===== config.mk =====
export PLATFORM = sky130hd
export DESIGN_NAME = ram_init_loader
export DESIGN_NICKNAME = d
export VERILOG_FILES = /design/src/rtl/ram_init_loader_pkg.sv /design/src/rtl/word_fifo.sv /design/src/rtl/ram_init_loader.sv
export SDC_FILE = /design/constraint.sdc
export NUM_CORES = 1
export LEC_CHECK = 0
export BUFFER_PORTS_ARGS = -buffer_cell sky130_fd_sc_hd__buf_2
export CELL_PAD_IN_SITES_DETAIL_PLACEMENT = 1
export CELL_PAD_IN_SITES_GLOBAL_PLACEMENT = 1
export CORE_MARGIN = 1
export CORE_UTILIZATION = 45
export DETAILED_ROUTE_END_ITERATION = 16
export PLACE_DENSITY_LB_ADDON = 0.1
export SETUP_SLACK_MARGIN = 0.05
export SLEW_MARGIN = 20
export SYNTH_ARGS = -nofsm -noshare
export SYNTH_HDL_FRONTEND = slang
export SYNTH_SLANG_ARGS = --single-unit

===== constraint.sdc =====
create_clock -name core_clk -period 7.1 [get_ports core_clk]
set_input_delay 1.42 -clock core_clk [delete_from_list [all_inputs] [get_ports core_clk]]
set_output_delay 1.42 -clock core_clk [all_outputs]
set_load 0.005 [all_outputs]

===== src/rtl/ram_init_loader_pkg.sv =====
// Constants shared by the serial RAM init loader and its word FIFO.
// Assumes a single core clock domain; link pins are sampled, not used as clocks.
package ram_init_loader_pkg;
  localparam int          DATA_W_DEF   = 8;
  localparam int          ADDR_W_DEF   = 8;
  localparam int          BLOCKS_DEF   = 4;
  localparam int          FIFO_DEPTH   = 8;
  localparam logic [1:0]  SYNC_RST     = 2'h0;
  localparam logic        CSEL_RST     = 1'h0;
endpackage : ram_init_loader_pkg


===== src/rtl/word_fifo.sv =====
// Small valid/ready FIFO held in flip-flops.
// Assumes one clock; both sides handshake on the same edge.
`timescale 1ns/10ps
module word_fifo #(
  parameter int WIDTH = 8,
  parameter int DEPTH = 8
) (
  input  wire logic             core_clk,
  input  wire logic             rst_b,
  input  wire logic [WIDTH-1:0] inData,
  input  wire logic             inValid,
  output logic                  inReady,
  output logic      [WIDTH-1:0] outData,
  output logic                  outValid,
  input  wire logic             outReady
);
  localparam int PW = $clog2(DEPTH);
  logic [WIDTH-1:0] mem [DEPTH];
  logic [PW-1:0]    wrPtr_r;
  logic [PW-1:0]    rdPtr_r;
  logic [PW:0]      count_r;
  logic             push;
  logic             pop;

  assign push     = inValid && inReady;
  assign pop      = outValid && outReady;
  // Compare at full counter width; a PW-bit cast of DEPTH wraps to zero
  assign inReady  = (count_r != (PW+1)'(DEPTH));
  assign outValid = (count_r != '0);
  assign outData  = mem[rdPtr_r];

  always_ff @(posedge core_clk) begin
    if (push) begin
      mem[wrPtr_r] <= inData;
    end
  end

  always_ff @(posedge core_clk or negedge rst_b) begin
    if (!rst_b) begin
      wrPtr_r <= '0;
      rdPtr_r <= '0;
      count_r <= '0;
    end else begin
      if (push) begin
        wrPtr_r <= (wrPtr_r == PW'(DEPTH - 1)) ? '0 : wrPtr_r + PW'(1);
      end
      if (pop) begin
        rdPtr_r <= (rdPtr_r == PW'(DEPTH - 1)) ? '0 : rdPtr_r + PW'(1);
      end
      count_r <= count_r + (PW+1)'(push) - (PW+1)'(pop);
    end
  end
endmodule : word_fifo


===== src/rtl/ram_init_loader.sv =====
// Serial RAM initialisation loader: shifts words in from the user JTAG port,
// buffers them, and writes them to a set of RAM blocks.
// Assumes the JTAG access macro pins arrive asynchronously to core_clk.
//
// Behaviour
// Serial bits from the user serial data output are assembled into words for the RAM write ports.
// The data shift register is exactly DATA_W bits, the RAM data width.
// Shifting happens on edges of the data-register clock, found by sampling it.
// A word is passed on only once all of its bits have been shifted in.
// Write data is held in a pipeline register aligned with address, select and write clock.
// Address comes from a second shift register under the address instruction or from a counter.
// One chip select per RAM block, moved along as a ring.
// The loader drives the RAM write clock, qualifying data, address and select.
// The host must load the instruction that routes shifted data to user logic.
// Normal design logic may write the RAM whenever the loader is idle.
// Without useExtAddr the counter advances after each word and wraps into the next block after the last address.
`timescale 1ns/10ps
module ram_init_loader
  import ram_init_loader_pkg::*;
#(
  parameter int DATA_W = ram_init_loader_pkg::DATA_W_DEF,
  parameter int ADDR_W = ram_init_loader_pkg::ADDR_W_DEF,
  parameter int BLOCKS = ram_init_loader_pkg::BLOCKS_DEF
) (
  input  wire logic              core_clk,
  input  wire logic              rst_b,
  input  wire logic              userDataRegisterClock,
  input  wire logic              userSerialDataOut,
  input  wire logic              userShiftEnable,
  input  wire logic              userAddrSelect,
  input  wire logic              userUpdate,
  input  wire logic              useExtAddr,
  input  wire logic              userWrEn,
  input  wire logic [ADDR_W-1:0] userWrAddr,
  input  wire logic [DATA_W-1:0] userWrData,
  input  wire logic [BLOCKS-1:0] userChipSel,
  output logic      [DATA_W-1:0] ramWrData,
  output logic      [ADDR_W-1:0] ramWrAddr,
  output logic      [BLOCKS-1:0] ramChipSel,
  output logic                   ramWrClk,
  output logic                   loadBusy
);
  ////////////////////////////////////////////////////////////////////////
  // Pin synchronisers; stage one feeds only stage two
  logic [1:0] ckSync_r, datSync_r, shSync_r, asSync_r, upSync_r;
  logic       ckPrev_r;
  logic       drckRise;

  always_ff @(posedge core_clk or negedge rst_b) begin
    if (!rst_b) begin
      ckSync_r  <= SYNC_RST;
      datSync_r <= SYNC_RST;
      shSync_r  <= SYNC_RST;
      asSync_r  <= SYNC_RST;
      upSync_r  <= SYNC_RST;
      ckPrev_r  <= 1'h0;
    end else begin
      ckSync_r  <= {ckSync_r[0], userDataRegisterClock};
      datSync_r <= {datSync_r[0], userSerialDataOut};
      shSync_r  <= {shSync_r[0], userShiftEnable};
      asSync_r  <= {asSync_r[0], userAddrSelect};
      upSync_r  <= {upSync_r[0], userUpdate};
      ckPrev_r  <= ckSync_r[1];
    end
  end

  assign drckRise = ckSync_r[1] && !ckPrev_r;

  ////////////////////////////////////////////////////////////////////////
  // Data and address shift registers
  localparam int BW = $clog2(DATA_W + 1);
  logic [DATA_W-1:0] dataShift_r;
  logic [ADDR_W-1:0] addrShift_r;
  logic [BW-1:0]     bitCnt_r;
  logic              wordDone;
  logic              fifoInReady;
  logic              shiftData;

  // Hold only the word-completing shift while FIFO is full; host pacing must leave room
  assign shiftData = drckRise && shSync_r[1] && !asSync_r[1];
  assign wordDone  = shiftData && (bitCnt_r == BW'(DATA_W - 1));

  always_ff @(posedge core_clk or negedge rst_b) begin
    if (!rst_b) begin
      dataShift_r <= '0;
      addrShift_r <= '0;
      bitCnt_r    <= '0;
    end else begin
      if (shiftData && (fifoInReady || !wordDone)) begin
        dataShift_r <= {datSync_r[1], dataShift_r[DATA_W-1:1]};
        bitCnt_r    <= wordDone ? '0 : bitCnt_r + BW'(1);
      end
      if (drckRise && shSync_r[1] && asSync_r[1]) begin
        addrShift_r <= {datSync_r[1], addrShift_r[ADDR_W-1:1]};
      end
    end
  end

  ////////////////////////////////////////////////////////////////////////
  // Word FIFO
  logic [DATA_W-1:0] fifoOutData;
  logic              fifoOutValid;
  logic              wrPhase_r;
  logic              fifoPop;

  assign fifoPop = fifoOutValid && !wrPhase_r;

  word_fifo #(
    .WIDTH (DATA_W),
    .DEPTH (FIFO_DEPTH)
  ) uFifo (
    .core_clk (core_clk),
    .rst_b    (rst_b),
    .inData   ({datSync_r[1], dataShift_r[DATA_W-1:1]}),
    .inValid  (wordDone),
    .inReady  (fifoInReady),
    .outData  (fifoOutData),
    .outValid (fifoOutValid),
    .outReady (fifoPop)
  );

  ////////////////////////////////////////////////////////////////////////
  // Address counter and ring select
  logic [ADDR_W-1:0] addrCnt_r;
  logic [BLOCKS-1:0] ring_r;
  logic              extLatch_r;

  always_ff @(posedge core_clk or negedge rst_b) begin
    if (!rst_b) begin
      addrCnt_r  <= '0;
      ring_r     <= {{(BLOCKS-1){CSEL_RST}}, 1'h1};
      extLatch_r <= 1'h0;
    end else begin
      extLatch_r <= upSync_r[1];
      if (upSync_r[1] && !extLatch_r && useExtAddr) begin
        addrCnt_r <= addrShift_r;
      end else if (fifoPop && !useExtAddr) begin
        addrCnt_r <= addrCnt_r + ADDR_W'(1);
        if (&addrCnt_r) begin
          ring_r <= {ring_r[BLOCKS-2:0], ring_r[BLOCKS-1]};
        end
      end
    end
  end

  ////////////////////////////////////////////////////////////////////////
  // RAM write port: setup cycle, then write clock high
  always_ff @(posedge core_clk or negedge rst_b) begin
    if (!rst_b) begin
      ramWrData  <= '0;
      ramWrAddr  <= '0;
      ramChipSel <= '0;
      ramWrClk   <= 1'h0;
      wrPhase_r  <= 1'h0;
      loadBusy   <= 1'h0;
    end else begin
      loadBusy <= fifoOutValid || wrPhase_r;
      if (fifoPop) begin
        ramWrData  <= fifoOutData;
        ramWrAddr  <= useExtAddr ? addrShift_r : addrCnt_r;
        ramChipSel <= useExtAddr ? ring_r : ring_r;
        ramWrClk   <= 1'h0;
        wrPhase_r  <= 1'h1;
      end else if (wrPhase_r) begin
        ramWrClk  <= 1'h1;
        wrPhase_r <= 1'h0;
      end else if (userWrEn) begin
        ramWrData  <= userWrData;
        ramWrAddr  <= userWrAddr;
        ramChipSel <= userChipSel;
        ramWrClk   <= !ramWrClk;
      end else begin
        ramWrClk   <= 1'h0;
        ramChipSel <= '0;
      end
    end
  end

  ////////////////////////////////////////////////////////////////////////
  // Checks
  // Separate tally of accepted data bits, so the word check
  // does not lean on the counter that produces the word
  logic [BW-1:0] bitsSeen_r;

  always_ff @(posedge core_clk or negedge rst_b) begin
    if (!rst_b) begin
      bitsSeen_r <= '0;
    end else if (wordDone && fifoInReady) begin
      bitsSeen_r <= '0;
    end else if (shiftData && !wordDone) begin
      bitsSeen_r <= bitsSeen_r + BW'(1);
    end
  end
endmodule : ram_init_loader


; ---- Word level (Yosys, flattened, before mapping)
; Memories as Yosys holds them, arrays and structs flattened.
; Cells that the tools add are included.
; W data, S select, Z words.
[classes]
add_sub_neg = 6
n_eq_ne = 5
muxes = 21
bitwise_logic = 1
n_reduce_logical = 26
[op_table]
columns = operator, count
row1 = $mux W8, 9
row2 = $mux W4, 4
row3 = $logic_and A1 B1 Y1, 12
row4 = $reduce_and A10 Y1, 1
row5 = $add A8 B1 Y8 const B, 1
row6 = $logic_not A1 Y1, 7
row7 = $add A3 B1 Y3 const B, 2
row8 = $eq A3 B3 Y1 const B, 2
row9 = $mux W1, 6
row10 = $mux W3, 2
row11 = $add A4 B1 Y4, 1
row12 = $add A4 B1 Y4 const B, 1
row13 = $eq A4 B3 Y1 const B, 1
row14 = $ne A4 B4 Y1 const B, 1
row15 = $reduce_bool A2 Y1, 2
row16 = $reduce_bool A4 Y1, 1
row17 = $sub A4 B1 Y4, 1
row18 = $logic_or A1 B1 Y1, 2
row19 = $ne A2 B1 Y1 const B, 1
row20 = $reduce_and A2 Y1, 1
row21 = $not A1 Y1, 1
[totals]
regBits = 77
ram_bits = 64
in_bits = 29
output_inout_bits = 22
elab_cells = 81
n_memories = 1
[mem_list]
columns = memory, words, width, rd, rd_clocked_by_memory_dff, write_ports, line
row1 = uFifo.mem, 8, 8, 1, 0, 1, word_fifo.sv:18  ; logic [WIDTH-1:0] mem [DEPTH];

; ---- Logic depth before layout (Yosys ltp)
[depth]
depth_word = 8
ltp_mapped = 12
depth_no_buf = 11

; ---- By module
; Synthesis repeated with hierarchy kept, for this count alone.
[hier_totals]
cells_unflattened = 381
hier_area_um2 = 5967.0
[modules_own_cells]
columns = module, instances, cells_each, area_per_inst_um2, seq_area_each_um2
row1 = word_fifo, 1, 150, 3098.0, 2172.1
row2 = ram_init_loader, 1, 231, 2869.0, 1652.8

; ---- Least setup slack after synthesis
; Ideal clock, no wire load.
[synth_timing]
path_kind = input to register
startpoint = input useExtAddr
endpoint = register ring_r[1]
setup_time_ns = 0.125
arrival_time_ns = 2.441
required_ns = 6.975
slack_ns = 4.534
path_stages = 4
n_path_buf = 0
cell_sequence = or2_2 nor4_2 nand2_1 mux2_2
[synth_between]
elab_chain_len = 3
word_cells_on_any_way = 5
cone_classes = 1 x bitwise / 4 x reduce/logical
[synth_rtl]
columns = item, line
row1 = from (decl), ram_init_loader.sv:32  ; input wire logic useExtAddr,
row2 = $logic_not A1 Y1 / $logic_and A1 B1 Y1 (equally long branches), "ram_init_loader.sv:137, ram_init_loader.sv:135"
row3 = $logic_and A1 B1 Y1 / $not A1 Y1 (equally long branches), --
row4 = $reduce_and A10 Y1 (no line) (*), --
row5 = to (signal assigned), ram_init_loader.sv:131  ; ring_r <= {{(BLOCKS-1){CSEL_RST}}, 1'h1};
row6 = to (signal assigned), ram_init_loader.sv:140  ; ring_r <= {ring_r[BLOCKS-2:0], ring_r[BLOCKS-1]};
row7 = to (decl), ram_init_loader.sv:125  ; logic [BLOCKS-1:0] ring_r;
; Mark *: on every way between the ends. The rest lies on a longest branch, timed or not.
; A chain may end at the register's enable or synchronous reset.

; ---- Worst setup path after layout
[layout_timing]
startpoint = register uFifo.count_r[2]
endpoint = register uFifo.count_r[2]
[layout_between]
elab_chain_len = 4
word_cells_on_any_way = 7
cone_classes = 2 x add/sub / 1 x eq/ne / 4 x reduce/logical
[layout_rtl]
columns = item, line
row1 = from (decl), word_fifo.sv:21  ; logic [PW:0] count_r;
row2 = from (signal assigned), word_fifo.sv:50  ; count_r <= count_r + (PW+1)'(push) - (PW+1)'(pop);
row3 = $reduce_bool A4 Y1, word_fifo.sv:29  ; assign outValid = (count_r != '0);
row4 = $logic_and A1 B1 Y1, ram_init_loader.sv:106  ; assign fifoPop = fifoOutValid && !wrPhase_r;
row5 = via fifoPop, ram_init_loader.sv:104  ; logic fifoPop;
row6 = $logic_and A1 B1 Y1, word_fifo.sv:26  ; assign pop = outValid && outReady;
row7 = $sub A4 B1 Y4, word_fifo.sv:50
; The timed path passes the listed nets, and every way through them passes these cells.

==> results.py <==
metrics = {
    "final_layout": {
        "fin_cells": 636,
        "final_cell_mix": "dfrtp_1 (75), edfxtp_1 (64), buf_2 (49)",
        "area_growth_pct": 16.8,
        "nets": 493,
        "drive_gt1_share_pct": 26.3,
        "antenna_cells": 0,
        "final_common_cell": "dfrtp_1",
    },
    "clocking": {
        "root_buffer": "clkbuf_16",
        "clock_latency_ps": 410,
        "h-tree-depth": 4,
        "cts_tree": "yes",
        "cts_hold_buf": 0,
        "cts_max_path_buffers": 2,
        "post-cts-setup-buffers": 0,
        "ctsResizeCount": 0,
        "cts_buffers": 17,
        "path_clk_slew_ps": 50,
        "cts_num_sinks": 140,
    },
    "routing": {
        "drc": 0,
        "drtIter0Drc": 153,
        "wl_per_cell_um": 19.0,
        "first_pass_iters": 4,
        "vias": 3413,
        "detail-route-antenna-nets": 0,
        "vias_per_cell": 5.37,
        "routed_wl_um": 12100,
    },
    "logic_synthesis": {
        "synth-compound-area-share_pct": 6.62,
        "yosys_most_used_dff": "dfrtp_1",
        "yosysTopAreaCell": "edfxtp_1",
        "synth_top_family_by_area": "multiplexers",
        "synthesis.area_um2": 5840,
        "synth-adder-area-share_pct": 2.91,
        "synth.distinct_cells": 50,
        "yosysTopAreaCellShare_pct": 32.9,
        "synth_xor_area_share_pct": 0.599,
        "ys_ff_latch": 140,
        "ys_async_sr_fraction_pct": 54.3,
        "avgSynthCellArea_um2": 14.9,
        "synth_area_leaders": "edfxtp_1 (33%), dfrtp_1 (32%), mux2_2 (3.9%), mux4_1 (3.6%), mux4_2 (3.1%)",
        "synthCells": 393,
        "synth_edf_count": 64,
        "synth_simple_gate_area_share_pct": 8.63,
        "seq_area_frac_synth_pct": 65.4,
        "yosysWarnings": 0,
        "synth.area.mux_share_pct": 13.3,
        "synth_nets": 435,
    },
    "power": {
        "power.density_nw_per_um2": 389,
        "ir_drop_v": 0.000139,
        "p_leak_nw": 2.87,
        "power.total_mw": 2.65,
    },
    "setup_path": {
        "crit_slowest_cell": "nand2b_1",
        "cpLargestDelayFamily": "simple AND/OR/NAND/NOR gates",
        "worst_path_most_repeated_cell": "inv_1",
        "r2r_cells": 11,
        "critical_path_buf_inv_count": 4,
        "critPathRequiredTime_ps": 7390,
        "crit_path_end_kind": "flop",
        "cp.arrival_ps": 3700,
        "endpoint": "uFifo.count_r[2]",
        "critical_path.cell_chain": "inv_1, ha_1, or3b_1, nand2b_1, inv_1, ha_1, inv_1, ha_1, inv_1, fa_1, xnor2_1",
        "crit_start": "uFifo.count_r[2]",
        "r2r_slack_ps": 3690,
        "max_stage_delay_ps": 640,
        "crit_path_start_kind": "flop",
        "crit_type": "reg -> reg",
        "reg2reg_from": "uFifo.count_r[2]",
        "path_depth": 11,
        "r2r_end": "uFifo.count_r[2]",
        "cp_max_fo": 21,
    },
    "floorplanning": {
        "die_w_um": 116,
        "ios": 51,
        "die-area_um2": 13400,
        "num_rows": 41,
        "design.core.area_um2": 12600,
        "die_h_um": 116,
        "initial_utilization_pct": 46.3,
    },
    "outcome": {
        "outcome": "finished, final reports clean",
    },
    "timing": {
        "rsz0062_at_grt": "no",
        "slew_viol_final": 0,
        "final_hold_viol_count": 0,
        "worst_slew_pin_slew_ps": 1020,
        "finalSetupViolCount": 0,
        "slew_headroom_pct": 31.7,
        "skew_ps": 6.95,
        "tns_ps": 0,
        "period_share_pct": 48.0,
        "period_minus_slack_ps": 3410,
        "hold_slack_ps": 348,
        "fmax_mhz": 293,
    },
    "worst_hold_path": {
        "hold_path.class": "reg -> reg",
    },
    "placed_design": {
        "dp.cells": 604,
        "gp_congestion": 0.762,
        "dpl.hpwl_um": 8170,
        "numPortBuffers": 50,
    },
    "global_routing": {
        "grt_pass1_vias": 3600,
        "grt-ovfl-total": 0,
        "grt_usage_pct": 19.7,
        "grt_max_degree": 77,
        "antenna_found_initial": 0,
        "grt_pass1_wl_um": 19100,
    },
    "job": {
        "drv_cap": 0,
    },
}
-- cells in the mapped netlist, types with 2 or more instances --
master	instances
inv_1	13
nand3_1	5
buf_4	2
dfrtp_1	75
nand2_1	38
nand2b_1	4
nor3_1	17
mux4_2	8
xnor2_1	2
and3_1	5
o21ai_0	15
xor2_1	2
nor2_1	17
mux2_2	20
mux4_1	8
mux2i_1	16
nor4_1	2
ha_1	12
clkbuf_1	6
buf_2	6
a221o_1	12
edfxtp_1	64
a21oi_1	13
and3b_1	2
a21o_1	4
-- cells by family after synthesis --
logic type	count (synthesis)
compound gates	54
xor+xnor	4
fa+ha+maj	13
buf+inv	29
flops	140
mux	52
simple gates	101
-- per-stage QoR --
| stage | setup WS [ps] | instance area [um^2] | utilization (%) |
|---|---|---|---|
| finish | 3690 | 6830 | 54.1 |
| floorplan | 4530 | 5840 | - |
| global placement | 3890 | 6250 | 49.5 |
| CTS | 3680 | 6830 | 54.1 |
| global route | 3460 | 6830 | 54.1 |
| detailed placement | 3760 | 6250 | 49.5 |
-- worst min path at each step --
stage	from	to	slack, ps	cells after the start
4_1_cts	asSync_r[0]	asSync_r[1]	350	0
3_5_place_dp	asSync_r[0]	asSync_r[1]	340	0
3_3_place_gp	upSync_r[0]	upSync_r[1]	330	0
2_1_floorplan	asSync_r[0]	asSync_r[1]	330	0
6_report	asSync_r[0]	asSync_r[1]	350	0
5_1_grt	datSync_r[0]	datSync_r[1]	360	0
-- worst reg2reg max path: stages, from the launching register on --
cell,delay (ps)
dfrtp_1,350
inv_1,90
ha_1,170
or3b_1,540
nand2b_1,640
inv_1,290
ha_1,360
inv_1,60
ha_1,170
inv_1,60
fa_1,400
xnor2_1,150
-- sequential cells by signal, indices dropped and copies added (netlist names), 3 cells and up --
register,count
addrCnt_r,8
ramWrAddr,8
uFifo.rdPtr_r,3
ramChipSel,4
dataShift_r,7
addrShift_r,8
bitCnt_r,4
uFifo.mem,64
ramWrData,8
ring_r,4
uFifo.wrPtr_r,3
uFifo.count_r,4
-- layout make-up --
class	instances	area, um^2
Fill cell	1299	5790
Inverter	13	48.8
Clock inverter	10	120
Clock buffer	22	454
Sequential cell	140	3820
Multi-Input combinational cell	224	1870
Timing Repair Buffer	55	290
Tap cell	172	215
-- report_power, final --
part	total [mW]	switching, mW	leakage, nW	internal (mW)
Clock	0.854	0.327	0.263	0.527
Sequential	1.18	0.188	1.54	0.997
Combinational	0.614	0.300	1.06	0.314
Total	2.65	0.815	2.87	1.84
-- routing by layer --
layer / GRT usage, % / routed length [um] / vias up
li1: - / - / 1594
met1: 26.1 / 5750 / 1724
met2: 30.7 / 5600 / 74
met3: 4.39 / 489 / 21
met4: 9.74 / 240 / 0
met5: 0 / 0 / -
Power figures use the tool's default switching activity.
